[src/rtl/flash_regs_pkg.sv]
/*
  Shared constants and carrier types for the flash status and configuration
  register pair and its serial command front end.
  Assumes a single 200 MHz system clock; the serial pins are asynchronous.
*/
package flash_regs_pkg;

  // command opcodes
  localparam logic [7:0] WRITE_ENABLE_CMD = 8'h06;
  localparam logic [7:0] STATUS_WRITE_CMD = 8'h01;
  localparam logic [7:0] ENTER_ADDR32_CMD = 8'hB7;
  localparam logic [7:0] EXIT_ADDR32_CMD  = 8'hE9;

  // bit counts seen at select release (opcode included)
  localparam logic [5:0] OPCODE_BITS      = 6'h08;
  localparam logic [5:0] SW_SHORT_BITS    = 6'h10;
  localparam logic [5:0] SW_LONG_BITS     = 6'h18;
  localparam logic [5:0] BIT_CNT_MAX      = 6'h3F;

  // special field codes
  localparam logic [1:0] DUMMY_TOP_SPEED  = 2'h3;
  localparam logic [2:0] DRIVE_RSVD_LO    = 3'h0;
  localparam logic [2:0] DRIVE_RSVD_HI    = 3'h4;

  // timing
  localparam int STATUS_WRITE_TIME_NS     = 10000;
  localparam int CLK_FREQ_MHZ             = 200;
  localparam int STATUS_WRITE_CYCLES      =
    (STATUS_WRITE_TIME_NS * CLK_FREQ_MHZ + 999) / 1000;

  // dummy clocks per dummy_count_sel code, index 0..3
  localparam logic [3:0] FAST_DUMMY [0:3] = '{4'h8, 4'h6, 4'h8, 4'hA};
  localparam logic [3:0] DIO_DUMMY  [0:3] = '{4'h4, 4'h6, 4'h8, 4'hA};
  localparam logic [3:0] QIO_DUMMY  [0:3] = '{4'h6, 4'h4, 4'h8, 4'hA};

  typedef struct packed {
    logic       status_write_lock;
    logic       quad_io_enable;
    logic [3:0] protect_level;
    logic       write_enable_latch;
    logic       write_busy;
  } flash_status_t;

  typedef struct packed {
    logic [1:0] dummy_count_sel;
    logic       addr32_mode;
    logic       reserved;
    logic       protect_from_bottom;
    logic [2:0] drive_strength_sel;
  } flash_configuration_t;

  localparam flash_status_t        STATUS_RESET = 8'h00;
  localparam flash_configuration_t CONFIG_RESET = 8'h07;

  typedef struct packed {
    logic                 sclk_s1;
    logic                 sclk_s2;
    logic                 sclk_d;
    logic                 sel_s1;
    logic                 sel_s2;
    logic                 sel_d;
    logic                 mosi_s1;
    logic                 mosi_s2;
    logic                 wp_s1;
    logic                 wp_s2;
    logic [5:0]           bit_cnt;
    logic [7:0]           opcode;
    logic [15:0]          data;
    logic [15:0]          timer;
    flash_status_t        stat;
    flash_configuration_t cfg;
    logic                 hw_protect_mode;
    logic [3:0]           fast_dummy;
    logic [3:0]           dio_dummy;
    logic [3:0]           qio_dummy;
  } regs_state_t;

  localparam regs_state_t STATE_RESET = '{
    sel_s1: 1'b1, sel_s2: 1'b1, sel_d: 1'b1, wp_s1: 1'b1, wp_s2: 1'b1,
    stat: STATUS_RESET, cfg: CONFIG_RESET,
    fast_dummy: FAST_DUMMY[0], dio_dummy: DIO_DUMMY[0],
    qio_dummy: QIO_DUMMY[0],
    default: '0};

endpackage

[src/rtl/flash_status_config_regs.sv]
/*
  Status and configuration registers of a serial NOR flash, with the
  write-enable, status-write and address-mode commands that change them.
  Assumes the serial pins are asynchronous to ref_clk_in and that the
  serial clock runs well below a quarter of the system clock rate.
*/
`timescale 1ns/1ps

module flash_status_config_regs
  import flash_regs_pkg::*;
#(
  parameter int WRITE_CYCLES      = STATUS_WRITE_CYCLES,
  parameter bit TOP_SPEED_SUPPORT = 1'b0
) (
  // clock and power-on reset
  input  wire logic                 ref_clk_in,
  input  wire logic                 resetn_in,
  // serial command pins
  input  wire logic                 select_n_in,
  input  wire logic                 sclk_in,
  input  wire logic                 mosi_in,
  input  wire logic                 write_protect_io2_n_in,
  // register contents
  output flash_status_t             status_out,
  output flash_configuration_t      config_out,
  output logic                      hw_protect_mode_out,
  // dummy clock counts for the read paths
  output logic [3:0]                fast_dummy_out,
  output logic [3:0]                dual_io_dummy_out,
  output logic [3:0]                quad_io_dummy_out
);

  regs_state_t s_reg;
  regs_state_t s_next;

  logic sclk_rise;
  logic sel_rise;
  logic sel_fall;
  logic status_write_cmd_go;
  logic len_ok;

  assign sclk_rise = s_reg.sclk_s2 & ~s_reg.sclk_d;
  assign sel_rise  = s_reg.sel_s2 & ~s_reg.sel_d;
  assign sel_fall  = ~s_reg.sel_s2 & s_reg.sel_d;
  assign len_ok    = (s_reg.bit_cnt == SW_SHORT_BITS) ||
                     (s_reg.bit_cnt == SW_LONG_BITS);
  assign status_write_cmd_go   = sel_rise && !s_reg.stat.write_busy &&
                     (s_reg.opcode == STATUS_WRITE_CMD) && len_ok &&
                     s_reg.stat.write_enable_latch && !s_reg.hw_protect_mode;

  always_comb begin
    flash_status_t        sb;
    flash_configuration_t cb;
    sb = '0;
    cb = '0;
    s_next = s_reg;
    // pins pass two flops; the first is read only by the second, except wp_s1, which hw_protect_mode also reads
    s_next.sclk_s1 = sclk_in;
    s_next.sclk_s2 = s_reg.sclk_s1;
    s_next.sclk_d  = s_reg.sclk_s2;
    s_next.sel_s1  = select_n_in;
    s_next.sel_s2  = s_reg.sel_s1;
    s_next.sel_d   = s_reg.sel_s2;
    s_next.mosi_s1 = mosi_in;
    s_next.mosi_s2 = s_reg.mosi_s1;
    s_next.wp_s1   = write_protect_io2_n_in;
    s_next.wp_s2   = s_reg.wp_s1;

    // shift in opcode, then data bits; the count saturates on long frames
    if (sel_fall) begin
      s_next.bit_cnt = '0;
      s_next.opcode  = '0;
    end else if (sclk_rise && !s_reg.sel_s2) begin
      if (s_reg.bit_cnt < OPCODE_BITS) begin
        s_next.opcode = {s_reg.opcode[6:0], s_reg.mosi_s2};
      end else begin
        s_next.data = {s_reg.data[14:0], s_reg.mosi_s2};
      end
      if (s_reg.bit_cnt != BIT_CNT_MAX) begin
        s_next.bit_cnt = s_reg.bit_cnt + 6'h01;
      end
    end

    // a 16-bit frame carries only the status byte
    if (s_reg.bit_cnt == SW_LONG_BITS) begin
      sb = s_reg.data[15:8];
      cb = s_reg.data[7:0];
    end else begin
      sb = s_reg.data[7:0];
      cb = s_reg.cfg;
    end

    // commands act on select release; all are ignored while busy
    if (sel_rise && !s_reg.stat.write_busy &&
        s_reg.bit_cnt == OPCODE_BITS) begin
      case (s_reg.opcode)
        WRITE_ENABLE_CMD: begin
          s_next.stat.write_enable_latch = 1'b1;
        end
        ENTER_ADDR32_CMD: begin
          s_next.cfg.addr32_mode = 1'b1;
        end
        EXIT_ADDR32_CMD: begin
          s_next.cfg.addr32_mode = 1'b0;
        end
        default: begin
        end
      endcase
    end

    if (status_write_cmd_go) begin
      // latch and busy bits of the byte are dropped
      s_next.stat.status_write_lock = sb.status_write_lock;
      s_next.stat.quad_io_enable    = sb.quad_io_enable;
      s_next.stat.protect_level     = sb.protect_level;
      if (cb.dummy_count_sel != DUMMY_TOP_SPEED || TOP_SPEED_SUPPORT) begin
        s_next.cfg.dummy_count_sel = cb.dummy_count_sel;
      end
      // once set a status write cannot clear it; only reset does
      s_next.cfg.protect_from_bottom = s_reg.cfg.protect_from_bottom |
                                       cb.protect_from_bottom;
      // reserved codes leave the old strength in place
      if (cb.drive_strength_sel != DRIVE_RSVD_LO &&
          cb.drive_strength_sel != DRIVE_RSVD_HI) begin
        s_next.cfg.drive_strength_sel = cb.drive_strength_sel;
      end
      s_next.stat.write_busy = 1'b1;
      s_next.timer = 16'(WRITE_CYCLES - 1);
    end else if (s_reg.stat.write_busy) begin
      if (s_reg.timer == '0) begin
        s_next.stat.write_busy         = 1'b0;
        s_next.stat.write_enable_latch = 1'b0;
      end else begin
        s_next.timer = s_reg.timer - 16'h0001;
      end
    end

    s_next.cfg.reserved = 1'b0;
    // uses the synchronised pin, so it lags the pin by two cycles
    s_next.hw_protect_mode = s_next.stat.status_write_lock & ~s_next.wp_s2;
    s_next.fast_dummy = FAST_DUMMY[s_next.cfg.dummy_count_sel];
    s_next.dio_dummy  = DIO_DUMMY[s_next.cfg.dummy_count_sel];
    s_next.qio_dummy  = QIO_DUMMY[s_next.cfg.dummy_count_sel];
  end

  // power-on reset restores every volatile default
  always_ff @(posedge ref_clk_in or negedge resetn_in) begin
    if (!resetn_in) begin
      s_reg <= STATE_RESET;
    end else begin
      s_reg <= s_next;
    end
  end

  // contents visible at all times, busy included
  assign status_out          = s_reg.stat;
  assign config_out          = s_reg.cfg;
  assign hw_protect_mode_out = s_reg.hw_protect_mode;
  assign fast_dummy_out      = s_reg.fast_dummy;
  assign dual_io_dummy_out   = s_reg.dio_dummy;
  assign quad_io_dummy_out   = s_reg.qio_dummy;
endmodule

[config.mk]
export PLATFORM = sky130hd
export DESIGN_NAME = flash_status_config_regs
export DESIGN_NICKNAME = d
export VERILOG_FILES = /design/src/rtl/flash_regs_pkg.sv /design/src/rtl/flash_status_config_regs.sv
export SDC_FILE = /design/constraint.sdc
export NUM_CORES = 1
export LEC_CHECK = 0
export ABC_CLOCK_PERIOD_IN_PS = 5400
export BUFFER_PORTS_ARGS = -buffer_cell sky130_fd_sc_hd__buf_2
export CORE_MARGIN = 1
export CORE_UTILIZATION = 45
export CTS_CLUSTER_SIZE = 25
export DETAILED_ROUTE_END_ITERATION = 7
export HOLD_SLACK_MARGIN = 0.15
export PLACE_DENSITY = 0.69
export RECOVER_POWER = 25
export SETUP_SLACK_MARGIN = 0.5
export SYNTH_ARGS = -nofsm -noshare
export SYNTH_HDL_FRONTEND = slang
export SYNTH_SLANG_ARGS = --single-unit
[constraint.sdc]
create_clock -name ref_clk_in -period 5.4 [get_ports ref_clk_in]
set_input_delay 0.54 -clock ref_clk_in [delete_from_list [all_inputs] [get_ports ref_clk_in]]
set_output_delay 0.54 -clock ref_clk_in [all_outputs]
set_load 0.05 [all_outputs]
==> metrics.txt, run 1 <==
run status=finished clean; vias in the first global route=2564; clk root buf=sky130_fd_sc_hd__clkbuf_8; most frequent cell after synthesis=sky130_fd_sc_hd__dfrtp_1; slew at the pin with the worst max-slew slack=0.930 ns; post-placement cell area=3710 um^2; crit path capture type=flop; max frequency=0.407 GHz; end of the worst register-to-register path=quad_io_dummy_out[1]$_DFF_PN1_; setup repair after global routing missed its margin=false; # rows=32; sequential fraction of the synthesis area=51.3%; library cells used by synthesis=59; mean cell area of the mapped netlist=11.2 um^2; Flop pwr share=52.8%; weighted congestion at the end of routability-driven global placement=0.889; total global-route track usage=18.4%; IO Count=35; TritonCTS buffer count=9; total power divided by cell area=276 nW/um^2; Int Pwr=0.838 mW; final total negative setup slack=0 ns; DRC viols=0; maximum VDD drop=0.000149 V; Min-Delay Path Depth=1; category of the worst setup path launch point=flop; number of nets still failing antenna checks after routing=0; Syn Std Cell Area=3680 um^2; maximum number of pins on one net before global-route repair=76; DRT Wirelength=7040 um; DRC marker count from the first detailed-route iteration=137; starting density of the core=47.2%; final period demand of the worst path=2.45 ns; ant diodes=0; Main synth FF type=sky130_fd_sc_hd__dfrtp_1; CTS Buffer Depth=2; number of max-cap violations=0; Leakage Power=1.85 nW; count of cells along the worst register-to-register path=5; overflow left after global routing=0; clock sink count=75; critical path fanouts, max=11; number of flip-flops in the largest register=49; vias after detailed routing=2541; largest area contributor in the synthesized netlist=sky130_fd_sc_hd__dfrtp_1; Avg Vias per Cell=5.75; worst reg2reg setup slack=2.95 ns; antenna violations before repair=0; Die Span X=92.5 um; required time worst endpoint=5.69 ns; fraction of synthesis flops using an asynchronous set or reset pin=100%; global-route wire length before repair=12200 um; Clock transition at path regs=0.08 ns; total setup violations reported at the end of the flow=0; Die Area=8550 um^2; number of H-tree levels=3; origin of the critical flop-to-flop path=s_reg[73]$_DFFE_PN0P_; clock tree from TritonCTS=built; FF+latch count, synth=75; headroom to the max-slew limit=38.0%; Ys Warns=0; Post-CTS Setup Bufs=0; Hold Buf Count CTS=0; share of cells above drive strength 1=25.6%; top cell type's share of synthesized area=44.2%; die span in y=92.5 um; Routed WL per cell=15.9 um; Clock power frac=44.0%; Data arrival, critical path=2.74 ns; switching power total=0.249 mW; area of all placed cells without fillers=3930 um^2; worst hold path endpoint=s_next[75]$_DFF_PN1_; count of port buffers added during placement=30; Layout Skew=0.0159 ns; part of the cycle the worst path needs=45.4%; clock latency on the worst-skew pair=0.36 ns; post-cts sizing count=0; top post-synthesis cells by count=sky130_fd_sc_hd__dfrtp_1, sky130_fd_sc_hd__buf_4, sky130_fd_sc_hd__o21ai_0; switching share of power=22.9%; Final Max Slew Viols=0; DR pass1 iterations=4; final hold violation count=0; type of the worst min-delay path=input pin to flop; number of nets at the end of the flow=345; Worst Setup Path Type=flop to flop; Logic pwr share=3.3%; synth-to-layout area growth=6.76%; hpwl dp=4730 um; start point of the worst min-delay path=write_protect_io2_n_in; largest cells by area after synthesis=sky130_fd_sc_hd__dfrtp_1, sky130_fd_sc_hd__dfstp_2, sky130_fd_sc_hd__buf_4, sky130_fd_sc_hd__mux2_2, sky130_fd_sc_hd__o21ai_0; number of synthesized flops with an enable pin=0; gate count of the mapped netlist=328; Placeable Area=7810 um^2
layout make-up:
| type | instances | area, um^2 |
|---|---|---|
| inverter | 14 | 52.6 |
| tap | 102 | 128 |
| timing repair buffer | 31 | 160 |
| clock buffer | 10 | 128 |
| clock inverter | 6 | 90.1 |
| multi-input combinational | 204 | 1480 |
| sequential | 75 | 1890 |
| fill | 708 | 3880 |
critical path, stage by stage, from the launching register on:
cell	delay, ns
sky130_fd_sc_hd__dfrtp_1	0.51
sky130_fd_sc_hd__or4b_4	0.51
sky130_fd_sc_hd__or4b_4	0.53
sky130_fd_sc_hd__nor2_2	0.39
sky130_fd_sc_hd__a21o_1	0.21
sky130_fd_sc_hd__ha_1	0.23
power groups by stage:
stage	logic (mW)	clock network (mW)	registers [mW]
2_1_floorplan	0.0223	0	0.583
3_3_place_gp	0.0361	0	0.584
3_5_place_dp	0.0363	0	0.584
4_1_cts	0.0366	0.488	0.574
5_1_grt	0.0408	0.508	0.574
6_report	0.0353	0.478	0.573
per-stage QoR:
step	instances	power [mW]	setup slack, ns	utilization (%)	hold WS [ns]
2_1_floorplan	331	0.605	3.26	-	0.244
3_5_place_dp	426	0.621	2.96	47.6	0.337
5_1_grt	442	1.12	2.76	50.4	0.276
4_1_cts	442	1.10	2.95	50.4	0.269
3_3_place_gp	426	0.620	3.00	47.6	0.335
6_report	442	1.09	2.95	50.4	0.280
kinds of logic (layout without fill, tap and decap cells):
family / Yosys count / after routing / share of synthesized area (%)
buf+inv: 52 / 61 / 8.70
mux: 30 / 30 / 8.80
flops: 75 / 75 / 51.3
fa+ha+maj: 4 / 4 / 1.36
compound gates: 78 / 78 / 14.1
other cells: 1 / 4 / 0.102
simple gates: 88 / 88 / 15.7
how the worst max path moves through the flow:
stage | slack [ns] | start | to | cells after the start
floorplan | 3.26 | s_reg[74]$_DFFE_PN0P_ | quad_io_dummy_out[1]$_DFF_PN1_ | 7
global placement | 3.00 | s_reg[73]$_DFFE_PN0P_ | quad_io_dummy_out[1]$_DFF_PN1_ | 5
detailed placement | 2.96 | s_reg[73]$_DFFE_PN0P_ | quad_io_dummy_out[1]$_DFF_PN1_ | 5
CTS | 2.95 | s_reg[73]$_DFFE_PN0P_ | quad_io_dummy_out[1]$_DFF_PN1_ | 5
global route | 2.76 | s_reg[70]$_DFFE_PN0P_ | quad_io_dummy_out[1]$_DFF_PN1_ | 7
finish | 2.95 | s_reg[73]$_DFFE_PN0P_ | quad_io_dummy_out[1]$_DFF_PN1_ | 5
cell usage in the layout (no fill, tap or decap), types with 3 or more instances in the layout:
cell,netlist,layout
sky130_fd_sc_hd__dfrtp_1,65,65
sky130_fd_sc_hd__buf_2,1,29
sky130_fd_sc_hd__o21ai_0,23,23
sky130_fd_sc_hd__mux2_2,19,19
sky130_fd_sc_hd__inv_1,14,14
sky130_fd_sc_hd__a21oi_1,14,14
sky130_fd_sc_hd__nand2_1,11,11
sky130_fd_sc_hd__nor2_1,11,11
sky130_fd_sc_hd__mux2i_1,11,11
sky130_fd_sc_hd__clkbuf_8,0,9
sky130_fd_sc_hd__dfstp_2,10,9
sky130_fd_sc_hd__nand4_1,8,8
sky130_fd_sc_hd__nor3_1,7,7
sky130_fd_sc_hd__nand3_1,7,7
sky130_fd_sc_hd__a22o_1,7,7
sky130_fd_sc_hd__a31oi_1,6,6
sky130_fd_sc_hd__nor4_1,5,5
sky130_fd_sc_hd__and3_1,5,5
sky130_fd_sc_hd__or4_1,4,4
sky130_fd_sc_hd__o211ai_1,4,4
sky130_fd_sc_hd__ha_1,4,4
sky130_fd_sc_hd__conb_1,1,4
sky130_fd_sc_hd__nand4bb_1,3,3
sky130_fd_sc_hd__a21o_1,3,3
sky130_fd_sc_hd__or3_1,3,3
sky130_fd_sc_hd__a211o_1,3,3
per-layer routing:
| layer | global-route usage (%) | wire length [um] | vias up |
|---|---|---|---|
| met2 | 29.8 | 3430 | 48 |
| met3 | 4.02 | 199 | 11 |
| li1 | - | - | 1200 |
| met5 | 0 | 0 | - |
| met1 | 23.5 | 3290 | 1282 |
| met4 | 8.20 | 125 | 0 |
No activity file was read; power rests on OpenSTA's default activity.
==> inputs of run 2 (changes only) <==
ABC_CLOCK_PERIOD_IN_PS = 2100   (was 5400)
PLACE_DENSITY = 0.72   (was 0.69)
clock period = 2.1 ns   (was 5.4 ns; I/O delays follow)
==> metrics.txt, run 2 (same netlist as run 1, synthesis figures left out) <==
run status=finished clean; number of max-cap violations=0; Routed WL per cell=17.5 um; maximum VDD drop=0.000436 V; share of cells above drive strength 1=43.0%; most frequent cells in the layout=sky130_fd_sc_hd__dfrtp_1, sky130_fd_sc_hd__buf_4, sky130_fd_sc_hd__buf_2; maximum number of pins on one net before global-route repair=42; dominant cell type by count on the critical path=sky130_fd_sc_hd__or4b_4; Worst Setup Path Type=flop to flop; number of H-tree levels=3; critical path fanouts, max=2; overflow left after global routing=0; # rows=32; number of nets at the end of the flow=391; commonest non-fill, non-tap cell in the layout=sky130_fd_sc_hd__dfrtp_1; fin cells=488; Final Hold Slack=0.353 ns; DRC viols=0; hpwl dp=5340 um; Largest delay share family, worst path=simple AND/OR/NAND/NOR gates; weighted congestion at the end of routability-driven global placement=0.855; DR pass1 iterations=5; Data arrival, critical path=2.30 ns; Min-Delay Path Depth=0; dpl ws=0.0133 ns; ant diodes=0; Crit path buffers/inverters=0; total global-route track usage=20.3%; final setup slack of the worst path=0.0798 ns; total power draw=2.78 mW; Layout Skew=0.00990 ns; starting density of the core=47.2%; headroom to the max-slew limit=28.7%; final period demand of the worst path=2.02 ns; Placeable Area=7810 um^2; Avg Vias per Cell=5.72; required time worst endpoint=2.38 ns; total power divided by cell area=608 nW/um^2; part of the cycle the worst path needs=96.2%; clk root buf=sky130_fd_sc_hd__clkbuf_8; max frequency=0.495 GHz; number of nets still failing antenna checks after routing=0; Final Max Slew Viols=0; utilization of the core after routing=58.6%; end of the worst register-to-register path=quad_io_dummy_out[1]$_DFF_PN1_; number of flip-flops in the largest register=49; Die Area=8550 um^2; IO Count=35; CTS Buffer Depth=2; slew at the pin with the worst max-slew slack=1.07 ns; vias in the first global route=2873; category of the worst setup path launch point=flop; TritonCTS buffer count=9; final total negative setup slack=0 ns; antenna violations before repair=0; count of cells along the worst register-to-register path=5; clock latency on the worst-skew pair=0.36 ns; origin of the critical flop-to-flop path=s_reg[63]$_DFFE_PN0P_; count of port buffers added during placement=30; clock sink count=75; vias after detailed routing=2793; total setup violations reported at the end of the flow=0; Die Span X=92.5 um; post-placement cell area=3930 um^2; worst hold path endpoint=s_reg[77]$_DFF_PN0_; synth-to-layout area growth=24.2%; CP max stage cell=sky130_fd_sc_hd__or4b_4; clock tree from TritonCTS=built; final hold violation count=0; start point of the worst min-delay path=s_next[77]$_DFF_PN0_; Cells after DPL=450; worst reg2reg setup slack=0.08 ns; global-route wire length before repair=13600 um; slowest cell delay on critical path=0.54 ns; area of all placed cells without fillers=4570 um^2; type of the worst min-delay path=flop to flop; Leakage Power=2.12 nW; DRC marker count from the first detailed-route iteration=110; setup repair after global routing missed its margin=true; list of cells traversed by the critical path=or4b_4, or4b_4, nor2_4, a21o_1, ha_1; crit path capture type=flop; Clock transition at path regs=0.08 ns; die span in y=92.5 um; DRT Wirelength=8550 um
## run 2: worst max path at each step
stage                     cells after the start                  start  slack [ns]                              to
after floorplan                               7  s_reg[74]$_DFFE_PN0P_       -0.04  quad_io_dummy_out[1]$_DFF_PN1_
final                                         5  s_reg[63]$_DFFE_PN0P_        0.08  quad_io_dummy_out[1]$_DFF_PN1_
after CTS                                     5  s_reg[63]$_DFFE_PN0P_        0.09  quad_io_dummy_out[1]$_DFF_PN1_
after detailed placement                      7  s_reg[70]$_DFFE_PN0P_        0.01  quad_io_dummy_out[1]$_DFF_PN1_
after global routing                          5  s_reg[62]$_DFFE_PN0P_        0.04  quad_io_dummy_out[1]$_DFF_PN1_
after global placement                        7  s_reg[70]$_DFFE_PN0P_        0.06  quad_io_dummy_out[1]$_DFF_PN1_
## run 2: power by group
| group | switching (mW) | total [mW] | internal, mW | leakage (nW) |
|---|---|---|---|---|
| Sequential | 0.0123 | 1.47 | 1.46 | 0.998 |
| Clock | 0.586 | 1.16 | 0.571 | 0.104 |
| Combinational | 0.0940 | 0.151 | 0.0569 | 1.02 |
## run 2: what timing repair did
| item | CTS | global route |
|---|---|---|
| buffers inserted | 13 | 4 |
| endpoints found under the setup margin | 61 | 65 |
| pin swaps | 10 | 15 |
| resized for setup | 34 | 36 |
| hold buffers | 5 | 0 |
| endpoints found under the hold margin | 36 | 0 |
## run 2: layout make-up
class	instances	area, um^2
fillers	632	3230
flip-flops and latches	75	1890
multi-input cells	204	1730
repair buffers	77	571
well taps	102	128
clock buffers	9	124
clock inverters	7	82.6
inverters	14	52.6
## run 2: routing by layer
metal / vias to the layer above / wire (um) / GRT usage, %
met2: 70 / 4480 / 34.7
li1: 1300 / - / -
met5: - / 0 / 0
met1: 1397 / 3570 / 24.2
met3: 26 / 271 / 4.52
met4: 0 / 223 / 9.77
